===== src/common/sensor_acq_pkg.sv =====
package sensor_acq_pkg;

    // Register port widths
    localparam int ADDR_W = 8;
    localparam int DATA_W = 16;

    // Register offsets, word addressed
    localparam logic [ADDR_W-1:0] OFF_CTRL = 8'h03;
    localparam logic [ADDR_W-1:0] OFF_ACQ = 8'h04;
    localparam logic [ADDR_W-1:0] OFF_GLB = 8'h05;
    localparam logic [ADDR_W-1:0] OFF_STAT = 8'h06;

    // Reset values and writable masks
    localparam logic [DATA_W-1:0] CTRL_RESET = 16'h0000;
    localparam logic [DATA_W-1:0] ACQ_RESET = 16'h0000;
    localparam logic [DATA_W-1:0] GLB_RESET = 16'h0000;
    localparam logic [DATA_W-1:0] CTRL_MASK = 16'h003f;
    localparam logic [DATA_W-1:0] ACQ_MASK = 16'h07fc;
    localparam logic [DATA_W-1:0] GLB_MASK = 16'h05fd;
    localparam logic [DATA_W-1:0] ZERO_WORD = 16'h0000;

    // Chip control fields
    localparam int CTRL_RUN = 0;
    localparam int CTRL_REC = 1;
    localparam int CTRL_AUTO_START = 3;
    localparam int CTRL_QUICK = 4;
    localparam int CTRL_XE = 5;
    localparam int CTRL_SRST = 15;

    // Acquisition configuration fields
    localparam int ACQ_BDIV = 2;
    localparam int ACQ_ADIV = 4;
    localparam int ACQ_IDIV = 6;
    localparam int ACQ_DOZE = 8;
    localparam int ACQ_BARM = 9;
    localparam int ACQ_AARM = 10;

    // Global settings fields
    localparam int GLB_LAMP = 0;
    localparam int GLB_ABIN = 2;
    localparam int GLB_BBIN = 3;
    localparam int GLB_ASUB = 4;

    // Clock division codes and divider counter limits
    localparam logic [1:0] DIV_1 = 2'h0;
    localparam logic [1:0] DIV_2 = 2'h1;
    localparam logic [1:0] DIV_4 = 2'h2;
    localparam logic [1:0] LIM_1 = 2'h0;
    localparam logic [1:0] LIM_2 = 2'h1;
    localparam logic [1:0] LIM_4 = 2'h3;

    // Divided clock ticks per frame
    localparam logic [15:0] FRAME_TICKS = 16'h0040;

    typedef enum logic [1:0] {
        ST_IDLE = 2'b00,
        ST_RUN = 2'b01,
        ST_HALT = 2'b10
    } acq_state_e;

    typedef struct packed {
        logic wr;
        logic rd;
        logic [ADDR_W-1:0] addr;
        logic [DATA_W-1:0] wdata;
    } reg_req_s;

endpackage


===== src/hdl/div_enable.sv =====
`timescale 1ns/10ps
module div_enable (
    // Clock and reset
    input wire logic clk,
    input wire logic rst_n,
    // Division code
    input wire logic [1:0] code,
    // One-cycle enable at the divided rate
    output logic tick
);
    logic [1:0] cnt_reg, cnt_next;
    logic [1:0] limit;
    logic tick_reg, tick_next;

    // Invalid code falls back to divide by one
    always_comb begin
        case (code)
            sensor_acq_pkg::DIV_2: limit = sensor_acq_pkg::LIM_2;
            sensor_acq_pkg::DIV_4: limit = sensor_acq_pkg::LIM_4;
            default: limit = sensor_acq_pkg::LIM_1;
        endcase
        tick_next = (cnt_reg >= limit);
        cnt_next = tick_next ? 2'h0 : 2'(cnt_reg + 2'h1);
    end

    always_ff @(posedge clk or negedge rst_n) begin
        if (!rst_n) begin
            cnt_reg <= 2'h0;
            tick_reg <= 1'b0;
        end else begin
            cnt_reg <= cnt_next;
            tick_reg <= tick_next;
        end
    end

    assign tick = tick_reg;
endmodule


===== src/hdl/frame_timer.sv =====
`timescale 1ns/10ps
module frame_timer (
    // Clock and reset
    input wire logic clk,
    input wire logic rst_n,
    // Control
    input wire logic clear,
    input wire logic tick,
    // Frame completion pulse
    output logic frame_end
);
    logic [15:0] cnt_reg, cnt_next;
    logic end_reg, end_next;

    // Counts divided ticks; a clear restarts the frame
    always_comb begin
        cnt_next = cnt_reg;
        end_next = 1'b0;
        if (clear) begin
            cnt_next = 16'h0000;
        end else if (tick) begin
            if (cnt_reg == 16'(sensor_acq_pkg::FRAME_TICKS - 16'h0001)) begin
                cnt_next = 16'h0000;
                end_next = 1'b1;
            end else begin
                cnt_next = 16'(cnt_reg + 16'h0001);
            end
        end
    end

    always_ff @(posedge clk or negedge rst_n) begin
        if (!rst_n) begin
            cnt_reg <= 16'h0000;
            end_reg <= 1'b0;
        end else begin
            cnt_reg <= cnt_next;
            end_reg <= end_next;
        end
    end

    assign frame_end = end_reg;
endmodule


===== src/hdl/sensor_acquisition_control.sv =====
// Added by the designer: the address-and-strobe port.
`timescale 1ns/10ps
module sensor_acquisition_control (
    // Clock and reset
    input wire logic clk,
    input wire logic rst_b,
    // Register port
    input sensor_acq_pkg::reg_req_s reg_req,
    output logic [sensor_acq_pkg::DATA_W-1:0] rd_data,
    // Acquisition status
    output logic acq_running,
    output logic active_record,
    output logic pixel_tick,
    output logic frame_done,
    // Flash and power
    output logic xenon_fire,
    output logic lamp_flash,
    output logic sequencer_doze_signal,
    // Readout shaping
    output logic bin_enable,
    output logic [1:0] record_a_subsample
);
    logic rst_sync1_reg, rst_n;
    logic [15:0] ctrl_reg, ctrl_next;
    logic [15:0] acq_reg, acq_next;
    logic [15:0] glb_reg, glb_next;
    logic [15:0] rd_reg, rd_next;
    sensor_acq_pkg::acq_state_e state_reg, state_next;
    logic pend_reg, pend_next;
    logic rec_reg, rec_next;
    logic run_reg, run_next;
    logic xe_reg, xe_next;
    logic doze_reg, doze_next;
    logic bin_reg, bin_next;
    logic ctrl_wr, acq_wr, glb_wr;
    logic wr_run, wr_auto, wr_quick, wr_srst;
    logic start_req, stop_req, start_go;
    logic [1:0] div_sel;
    logic tick, frame_end;

    // Release the asynchronous reset through two flip-flops
    always_ff @(posedge clk or negedge rst_b) begin
        if (!rst_b) begin
            rst_sync1_reg <= 1'b0;
            rst_n <= 1'b0;
        end else begin
            rst_sync1_reg <= 1'b1;
            rst_n <= rst_sync1_reg;
        end
    end

    // Write decode and fields of the incoming control word
    assign ctrl_wr = reg_req.wr && (reg_req.addr == sensor_acq_pkg::OFF_CTRL);
    assign acq_wr = reg_req.wr && (reg_req.addr == sensor_acq_pkg::OFF_ACQ);
    assign glb_wr = reg_req.wr && (reg_req.addr == sensor_acq_pkg::OFF_GLB);
    assign wr_run = reg_req.wdata[sensor_acq_pkg::CTRL_RUN];
    assign wr_auto = reg_req.wdata[sensor_acq_pkg::CTRL_AUTO_START];
    assign wr_quick = reg_req.wdata[sensor_acq_pkg::CTRL_QUICK];
    assign wr_srst = reg_req.wdata[sensor_acq_pkg::CTRL_SRST];

    // A run edge, or run held with auto start, restarts; any other control write stops
    assign start_req = ctrl_wr && !wr_srst && wr_run
        && (!ctrl_reg[sensor_acq_pkg::CTRL_RUN] || wr_auto);
    assign stop_req = ctrl_wr && !wr_srst && !start_req;

    // Divider for the present phase; idle has its own setting
    always_comb begin
        if (state_reg == sensor_acq_pkg::ST_IDLE) begin
            div_sel = acq_reg[sensor_acq_pkg::ACQ_IDIV +: 2];
        end else if (rec_reg) begin
            div_sel = acq_reg[sensor_acq_pkg::ACQ_BDIV +: 2];
        end else begin
            div_sel = acq_reg[sensor_acq_pkg::ACQ_ADIV +: 2];
        end
    end

    div_enable u_div (
        .clk(clk),
        .rst_n(rst_n),
        .code(div_sel),
        .tick(tick)
    );

    frame_timer u_frame (
        .clk(clk),
        .rst_n(rst_n),
        .clear(start_go || (state_reg == sensor_acq_pkg::ST_IDLE)),
        .tick(tick),
        .frame_end(frame_end)
    );

    // Register writes and acquisition sequencing
    always_comb begin
        ctrl_next = ctrl_reg;
        acq_next = acq_reg;
        glb_next = glb_reg;
        state_next = state_reg;
        pend_next = pend_reg;
        rec_next = rec_reg;
        start_go = 1'b0;
        if (ctrl_wr) begin
            // Soft reset leaves the other registers alone
            ctrl_next = wr_srst ? sensor_acq_pkg::CTRL_RESET
                : (reg_req.wdata & sensor_acq_pkg::CTRL_MASK);
        end
        if (acq_wr) begin
            acq_next = reg_req.wdata & sensor_acq_pkg::ACQ_MASK;
        end
        if (glb_wr) begin
            glb_next = reg_req.wdata & sensor_acq_pkg::GLB_MASK;
        end
        case (state_reg)
            sensor_acq_pkg::ST_IDLE: begin
                start_go = start_req;
            end
            sensor_acq_pkg::ST_RUN, sensor_acq_pkg::ST_HALT: begin
                if (start_req || stop_req) begin
                    if (wr_quick) begin
                        start_go = start_req;
                        pend_next = 1'b0;
                        if (!start_req) begin
                            state_next = sensor_acq_pkg::ST_IDLE;
                        end
                    end else begin
                        // Latest request wins while the frame drains
                        state_next = sensor_acq_pkg::ST_HALT;
                        pend_next = start_req;
                    end
                end else if (state_reg == sensor_acq_pkg::ST_HALT && frame_end) begin
                    start_go = pend_reg;
                    pend_next = 1'b0;
                    if (!pend_reg) begin
                        state_next = sensor_acq_pkg::ST_IDLE;
                    end
                end
            end
            default: begin
                state_next = sensor_acq_pkg::ST_IDLE;
                pend_next = 1'b0;
            end
        endcase
        if (ctrl_wr && wr_srst) begin
            // Soft reset drops any acquisition outright
            start_go = 1'b0;
            pend_next = 1'b0;
            state_next = sensor_acq_pkg::ST_IDLE;
        end
        if (start_go) begin
            state_next = sensor_acq_pkg::ST_RUN;
            rec_next = ctrl_next[sensor_acq_pkg::CTRL_REC];
        end
    end

    // Flag outputs derived from the next state
    always_comb begin
        run_next = (state_next != sensor_acq_pkg::ST_IDLE);
        xe_next = start_go && ctrl_next[sensor_acq_pkg::CTRL_XE]
            && (rec_next ? acq_reg[sensor_acq_pkg::ACQ_BARM]
                : acq_reg[sensor_acq_pkg::ACQ_AARM]);
        doze_next = (state_next == sensor_acq_pkg::ST_IDLE)
            && acq_next[sensor_acq_pkg::ACQ_DOZE];
        bin_next = rec_next ? glb_next[sensor_acq_pkg::GLB_BBIN]
            : glb_next[sensor_acq_pkg::GLB_ABIN];
    end

    // Read mux; unmapped offsets and idle cycles return zero
    always_comb begin
        rd_next = sensor_acq_pkg::ZERO_WORD;
        if (reg_req.rd) begin
            case (reg_req.addr)
                sensor_acq_pkg::OFF_CTRL: rd_next = ctrl_reg;
                sensor_acq_pkg::OFF_ACQ: rd_next = acq_reg;
                sensor_acq_pkg::OFF_GLB: rd_next = glb_reg;
                sensor_acq_pkg::OFF_STAT: rd_next = {11'h000, doze_reg, div_sel, rec_reg, run_reg};
                default: rd_next = sensor_acq_pkg::ZERO_WORD;
            endcase
        end
    end

    always_ff @(posedge clk or negedge rst_n) begin
        if (!rst_n) begin
            ctrl_reg <= sensor_acq_pkg::CTRL_RESET;
            acq_reg <= sensor_acq_pkg::ACQ_RESET;
            glb_reg <= sensor_acq_pkg::GLB_RESET;
            rd_reg <= sensor_acq_pkg::ZERO_WORD;
            state_reg <= sensor_acq_pkg::ST_IDLE;
            pend_reg <= 1'b0;
            rec_reg <= 1'b0;
            run_reg <= 1'b0;
            xe_reg <= 1'b0;
            doze_reg <= 1'b0;
            bin_reg <= 1'b0;
        end else begin
            ctrl_reg <= ctrl_next;
            acq_reg <= acq_next;
            glb_reg <= glb_next;
            rd_reg <= rd_next;
            state_reg <= state_next;
            pend_reg <= pend_next;
            rec_reg <= rec_next;
            run_reg <= run_next;
            xe_reg <= xe_next;
            doze_reg <= doze_next;
            bin_reg <= bin_next;
        end
    end

    // Outputs straight from flip-flops
    assign rd_data = rd_reg;
    assign acq_running = run_reg;
    assign active_record = rec_reg;
    assign pixel_tick = tick;
    assign frame_done = frame_end;
    assign xenon_fire = xe_reg;
    // The lamp is switched with no regard to frame timing
    assign lamp_flash = glb_reg[sensor_acq_pkg::GLB_LAMP];
    assign sequencer_doze_signal = doze_reg;
    assign bin_enable = bin_reg;
    assign record_a_subsample = glb_reg[sensor_acq_pkg::GLB_ASUB +: 2];
endmodule


===== config.mk =====
export PLATFORM = sky130hd
export DESIGN_NAME = sensor_acquisition_control
export DESIGN_NICKNAME = d
export VERILOG_FILES = /design/src/common/sensor_acq_pkg.sv /design/src/hdl/div_enable.sv /design/src/hdl/frame_timer.sv /design/src/hdl/sensor_acquisition_control.sv
export SDC_FILE = /design/constraint.sdc
export NUM_CORES = 1
export LEC_CHECK = 0
export ABC_AREA = 1
export BUFFER_PORTS_ARGS = -buffer_cell sky130_fd_sc_hd__buf_2
export CELL_PAD_IN_SITES_DETAIL_PLACEMENT = 1
export CELL_PAD_IN_SITES_GLOBAL_PLACEMENT = 2
export CORE_ASPECT_RATIO = 1.1
export CORE_MARGIN = 1.5
export CORE_UTILIZATION = 30
export DETAILED_ROUTE_END_ITERATION = 8
export HOLD_SLACK_MARGIN = 0.1
export PLACE_DENSITY = 0.77
export SYNTH_ARGS = -nofsm -noshare
export SYNTH_HDL_FRONTEND = slang
export SYNTH_HIERARCHICAL = 1
export SYNTH_SLANG_ARGS = --single-unit
export TNS_END_PERCENT = 10

===== constraint.sdc =====
create_clock -name clk -period 2.01 [get_ports clk]
set_input_delay 0 -clock clk [delete_from_list [all_inputs] [get_ports clk]]
set_output_delay 0 -clock clk [all_outputs]
set_load 0.01 [all_outputs]

== Word-level counts from Yosys, hierarchy flattened ==
Index checks and enable logic that the tools add are counted.

* Bits in registers: 70
* Bits of input ports: 28
* Output and inout port bits: 26
* Logic and storage cells: 95

* Add/subtract/negate cells: 2
* $lt $le $gt $ge: 1
* Eq/ne operators: 11
* Mux-type cells: 37
* Reductions and logical operators: 24

{| class="wikitable"
|+ Operator list
! operator !! number
|-
| 2-to-1 mux 16 bit || 4
|-
| one-hot mux 11 bit (4 select lines) || 1
|-
| == test 8 x 3 -> 1 bit, second input constant || 3
|-
| 2-to-1 mux 2 bit || 10
|-
| adder 16 x 1 -> 16 bit, second input constant || 1
|-
| == test 16 x 6 -> 1 bit, second input constant || 1
|-
| 2-to-1 mux 1 bit || 14
|-
| logical AND 1 bit || 12
|-
| 2-to-1 mux 6 bit || 2
|-
| 2-to-1 mux 9 bit || 1
|-
| == test 8 x 2 -> 1 bit, second input constant || 1
|-
| one-hot mux 2 bit (2 select lines) || 2
|-
| == test 2 x 1 -> 1 bit, second input constant || 2
|-
| == test 2 bit, second input constant || 2
|-
| logical NOT 2 bit || 2
|-
| 2-to-1 mux 4 bit || 1
|-
| inequality test 4 bit, second input constant || 1
|-
| one-hot mux 1 bit (2 select lines) || 2
|-
| nonzero test 2 bit || 2
|-
| logical NOT 1 bit || 3
|-
| logical OR 1 bit || 3
|-
| adder 2 x 1 -> 2 bit, second input constant || 1
|-
| >= comparator 2 bit || 1
|-
| inequality test 2 x 1 -> 1 bit, second input constant || 1
|-
| other kinds (2) || 2
|}

== Depth between registers and ports, before layout ==
* Depth in word-level cells: 14
* Mapped depth: 17
* Gate-level depth less buffers: 17

== Hierarchy ==
The synthesis kept the hierarchy.

{| class="wikitable"
|+ By module, submodules not included
! module !! times used !! cells an instance !! area an instance (um^2) !! sequential area each (um^2)
|-
| sensor_acquisition_control || 1 || 254 || 2160.8 || 1126.1
|-
| frame_timer || 1 || 159 || 1086.0 || 425.4
|-
| div_enable || 1 || 21 || 177.7 || 75.1
|}

== Least setup slack after synthesis ==
OpenSTA, ideal clock, no wires.

* Kind: reg-to-reg
* Start point: reg state_reg[1]
* End point: reg u_frame.cnt_reg[14]
* Library setup time: 0.116 ns
* Arrival time: 1.815 ns
* Required time: 1.894 ns
* Setup slack: 0.079 ns
* Stages on the path, launching flop included: 16
* Buffers on the path: 0
* Period minus slack after synthesis: 1.931 ns
* Cell sequence: dfrtp_1 > inv_1 > ha_1 > inv_1 > a21oi_1 > nand2_1 > nand2_2 > nand2_4 > nand2_1 > nor2_4 > inv_2 > nand3_2 > nor2_1 > nand2_1 > nand2_1 > nor2_1

* Word-level cells in the longest chain between the ends: 8
* Elaborated cells on any way between the ends: 12
* Those cells by class: eq/ne: 2; mux: 5; reduce/logical: 5

{| class="wikitable"
|+ RTL lines
! item !! RTL line !! source
|-
| from (decl) || sensor_acquisition_control.sv:28 || <nowiki>sensor_acq_pkg::acq_state_e state_reg, state_next;</nowiki>
|-
| from (signal assigned) || sensor_acquisition_control.sv:186 || <nowiki>state_reg <= sensor_acq_pkg::ST_IDLE;</nowiki>
|-
| from (signal assigned) || sensor_acquisition_control.sv:198 || <nowiki>state_reg <= state_next;</nowiki>
|-
| == test 2 bit || sensor_acquisition_control.sv:112, sensor_acquisition_control.sv:129 ||
|-
| logical AND 1 bit || sensor_acquisition_control.sv:129 || <nowiki>end else if (state_reg == sensor_acq_pkg::ST_HALT && frame_end) begin</nowiki>
|-
| 2-to-1 mux 1 bit || sensor_acquisition_control.sv:129 ||
|-
| 2-to-1 mux 1 bit || sensor_acquisition_control.sv:117 || <nowiki>if (start_req || stop_req) begin</nowiki>
|-
| one-hot mux 1 bit (2 select lines) || sensor_acquisition_control.sv:112 || <nowiki>case (state_reg)</nowiki>
|-
| 2-to-1 mux 1 bit || sensor_acquisition_control.sv:142 || <nowiki>if (ctrl_wr && wr_srst) begin</nowiki>
|-
| logical OR 1 bit (*) || sensor_acquisition_control.sv:87 || <nowiki>.clear(start_go || (state_reg == sensor_acq_pkg::ST_IDLE)),</nowiki>
|-
| 2-to-1 mux 16 bit / nonzero test 2 bit (equally long branches) || -- ||
|-
| to (signal assigned) || frame_timer.sv:36 || <nowiki>cnt_reg <= cnt_next;</nowiki>
|-
| to (decl) || frame_timer.sv:12 || <nowiki>logic [15:0] cnt_reg, cnt_next;</nowiki>
|}

Mark *: on every way between the ends. The rest lies on a longest branch, timed or not.
A chain may end at the register's enable or synchronous reset.

== Worst setup path after layout ==
* Start point: reg state_reg[0]
* End point: reg u_frame.cnt_reg[10]

Same word-level chain as after synthesis.

==> results.cfg <==
[status]
outcome = complete, no violations

[setup_path]
crit_fanout = 7
start_kind = flip-flop
crit_type = reg2reg
crit_required_ps = 2270
crit_path_end_kind = flip-flop
crit_arrival_ps = 2200

[logic_synthesis]
synth_seq_area_share = 0.475
synth.avg_cell_area_um2 = 7.89
yosysWarnings = 6
synth.distinct_cells = 40
yosysTopAreaCell = dfrtp_1
ys_seq_elements = 65
synth_top_area_share = 0.475
synth_cells = 434
yosys-top-cells-area = dfrtp_1 47%, nand2_1 12%, inv_1 6.9%
synth_area_mm2 = 0.00342

[place]
place_area_mm2 = 0.00396
gp_congestion = 0.797
placedCellCount = 641
port_buffers = 44
hpwl_um = 7300

[routing]
vias_per_cell = 4.65
drt_wl_total_um = 9750
drcViolationCount = 0
ant_nets = 0
post_drt_wl_per_cell_um = 14.5
route.vias.total = 3131
dr.pass1.iters = 4
drt-initial-drc-count = 106

[global_routing]
grt_pass1_wl_um = 16500
grt_max_degree = 64
antenna_found_initial = 0
grt_overflow = 0
grt_util_all_layers = 0.175
grt_pass1_vias = 3326

[clock_network]
h-tree-depth = 3
clock_latency_ps = 330
clk_pin_slew_worst_paths_ps = 50
clock_sink_count = 65
clockBufferDepth = 2
numCtsBuffers = 9
root_buffer = clkbuf_16
tritoncts = done

[timing]
finalHoldViolations = 0
slew_headroom = 0.571
fin_crit_sh = 0.966
period_needed_ps = 1940
clock.fmax_ghz = 0.515
fin_skew_ps = 6.43
final_max_slew_viol_count = 0
worst_pin_slew_ps = 635
rsz0062_at_grt = true
holdWs_ps = 165
setup_viol = 0

[layout]
final_cells = 674
syn2layout_area_growth_pct = 31.7
nets = 559
fillers = 1390
largest_reg_flops = 16
drive_above_1_share = 0.243
antenna_cells = 0
final_cell_area_mm2 = 0.00451

[pwr]
leakagePower_nw = 2.16
powerDensity_mw_per_mm2 = 687
peakVddDrop_v = 0.000517

[floorplan]
die_x_um = 105
rows = 40
die_area_mm2 = 0.0121
start_util = 0.311
pin_count = 54
core_mm2 = 0.0110
fp.dieH_um = 115

[hold_path]
hp-class = in2reg

[flow_run]
drv.max_cap_violation_count = 0
layer usage:
metal  track usage  wire, um  vias up
li1              -         -     1551
met5             0         0        -
met3        0.0283       191       14
met1         0.222      4590     1530
met4        0.0721       195        0
met2         0.298      4770       36
logic make-up after synthesis:
group | after synthesis | synth area share
simple gates | 220 | 0.289
buf+inv | 81 | 0.100
flops | 65 | 0.475
compound gates | 54 | 0.0935
fa+ha+maj | 7 | 0.0256
xor+xnor | 3 | 0.00767
other cells | 2 | 0.00219
mux | 2 | 0.00658
report_power, final:
| group | internal, mW | switching [mW] |
|---|---|---|
| clock | 0.945 | 0.585 |
| sequential | 1.34 | 0.0244 |
| combinational | 0.0834 | 0.118 |
| total | 2.37 | 0.728 |
Yosys cell counts:
master    instances
nand3_4           1
o41ai_1           1
nor2_2            2
a32o_1            1
nor2_1           58
buf_4             8
nor2_4            2
nor3_2            2
and3_1            1
a22oi_1           2
nor4_1            1
clkbuf_1          3
o21bai_1          4
dfrtp_1          65
clkbuf_2          1
nand2_2           7
a31oi_1           1
conb_1            2
ha_1              7
inv_2             5
nor3_1            2
xor2_1            3
o311ai_0          1
nor4_4            1
o211ai_1          1
nand3b_1          1
a221oi_1          3
mux2_2            2
o22ai_1           4
nand4_1          10
nand3_1          22
o21ai_0          24
buf_6             1
nand2_4           1
o21ai_1           1
nand3_2           2
o31ai_1           1
a21oi_1          10
inv_1            63
nand2_1         107
worst paths after layout:
kind | depth (start not counted) | from | slack [ps] | endpoint
min in group asynchronous | 1 | rst_n | 270 | u_frame/cnt_reg[8]
max in group asynchronous | 3 | rst_b | 1350 | rst_n
setup reg to reg | 15 | state_reg[0] | 70 | u_frame/cnt_reg[10]
hold reg to reg | 1 | rst_n | 270 | u_frame/cnt_reg[8]
hold / removal | 5 | reg_req[25] | 170 | pend_reg
setup / recovery | 15 | state_reg[0] | 70 | u_frame/cnt_reg[10]
placed cells by master (no fill, tap or decap), types with 4 or more instances in the layout:
master	n
a21oi_1	8
buf_2	44
buf_4	28
clkbuf_16	9
conb_1	6
dfrtp_1	63
dlygate4sd3_1	14
ha_1	5
inv_1	60
inv_2	7
nand2_1	105
nand2_2	8
nand3_1	21
nand4_1	10
nor2_1	57
o21ai_0	23
o21bai_1	4
o22ai_1	4
worst max-delay path, cell delays in order (launching register included):
cell and delay (ps):
dfrtp_1 360, inv_2 70, buf_12 130, ha_4 260, inv_2 30, a21oi_2 90, nand2_1 70, nand2_2 120
nand2_4 60, nand2_4 80, nor2_4 50, inv_4 120, nand3_4 110, o21bai_1 160, nand2_1 60, nor2_1 100
area by class of cell:
class / count / area, um2 / area share
inverters: 68 / 258 / 0.0572
multi-input cells: 292 / 1540 / 0.342
well taps: 147 / 184 / 0.0408
flip-flops and latches: 65 / 1630 / 0.361
repair buffers: 88 / 611 / 0.135
clock buffers: 9 / 225 / 0.0499
clock inverters: 5 / 58.8 / 0.0130
per-stage QoR:
stage / power (mW) / worst slack, ps / util / TNS [ps]
floorplan: 1.49 / 66.1 / - / 0
global placement: 1.56 / 9.00 / 0.360 / 0
detailed placement: 1.57 / -50.1 / 0.360 / -138
CTS: 3.13 / -0.574 / 0.400 / -0.574
global route: 3.22 / -114 / 0.410 / -632
finish: 3.10 / 68.8 / 0.410 / 0
timing repair:
item                                   in CTS  in global routing
resized for setup                           4                 16
hold buffers                               14                  0
buffers inserted                            0                  5
setup endpoints to repair                   8                 18
endpoints found under the hold margin      35                  0
pin swaps                                   0                  9
No activity file was read; power rests on OpenSTA's default activity.
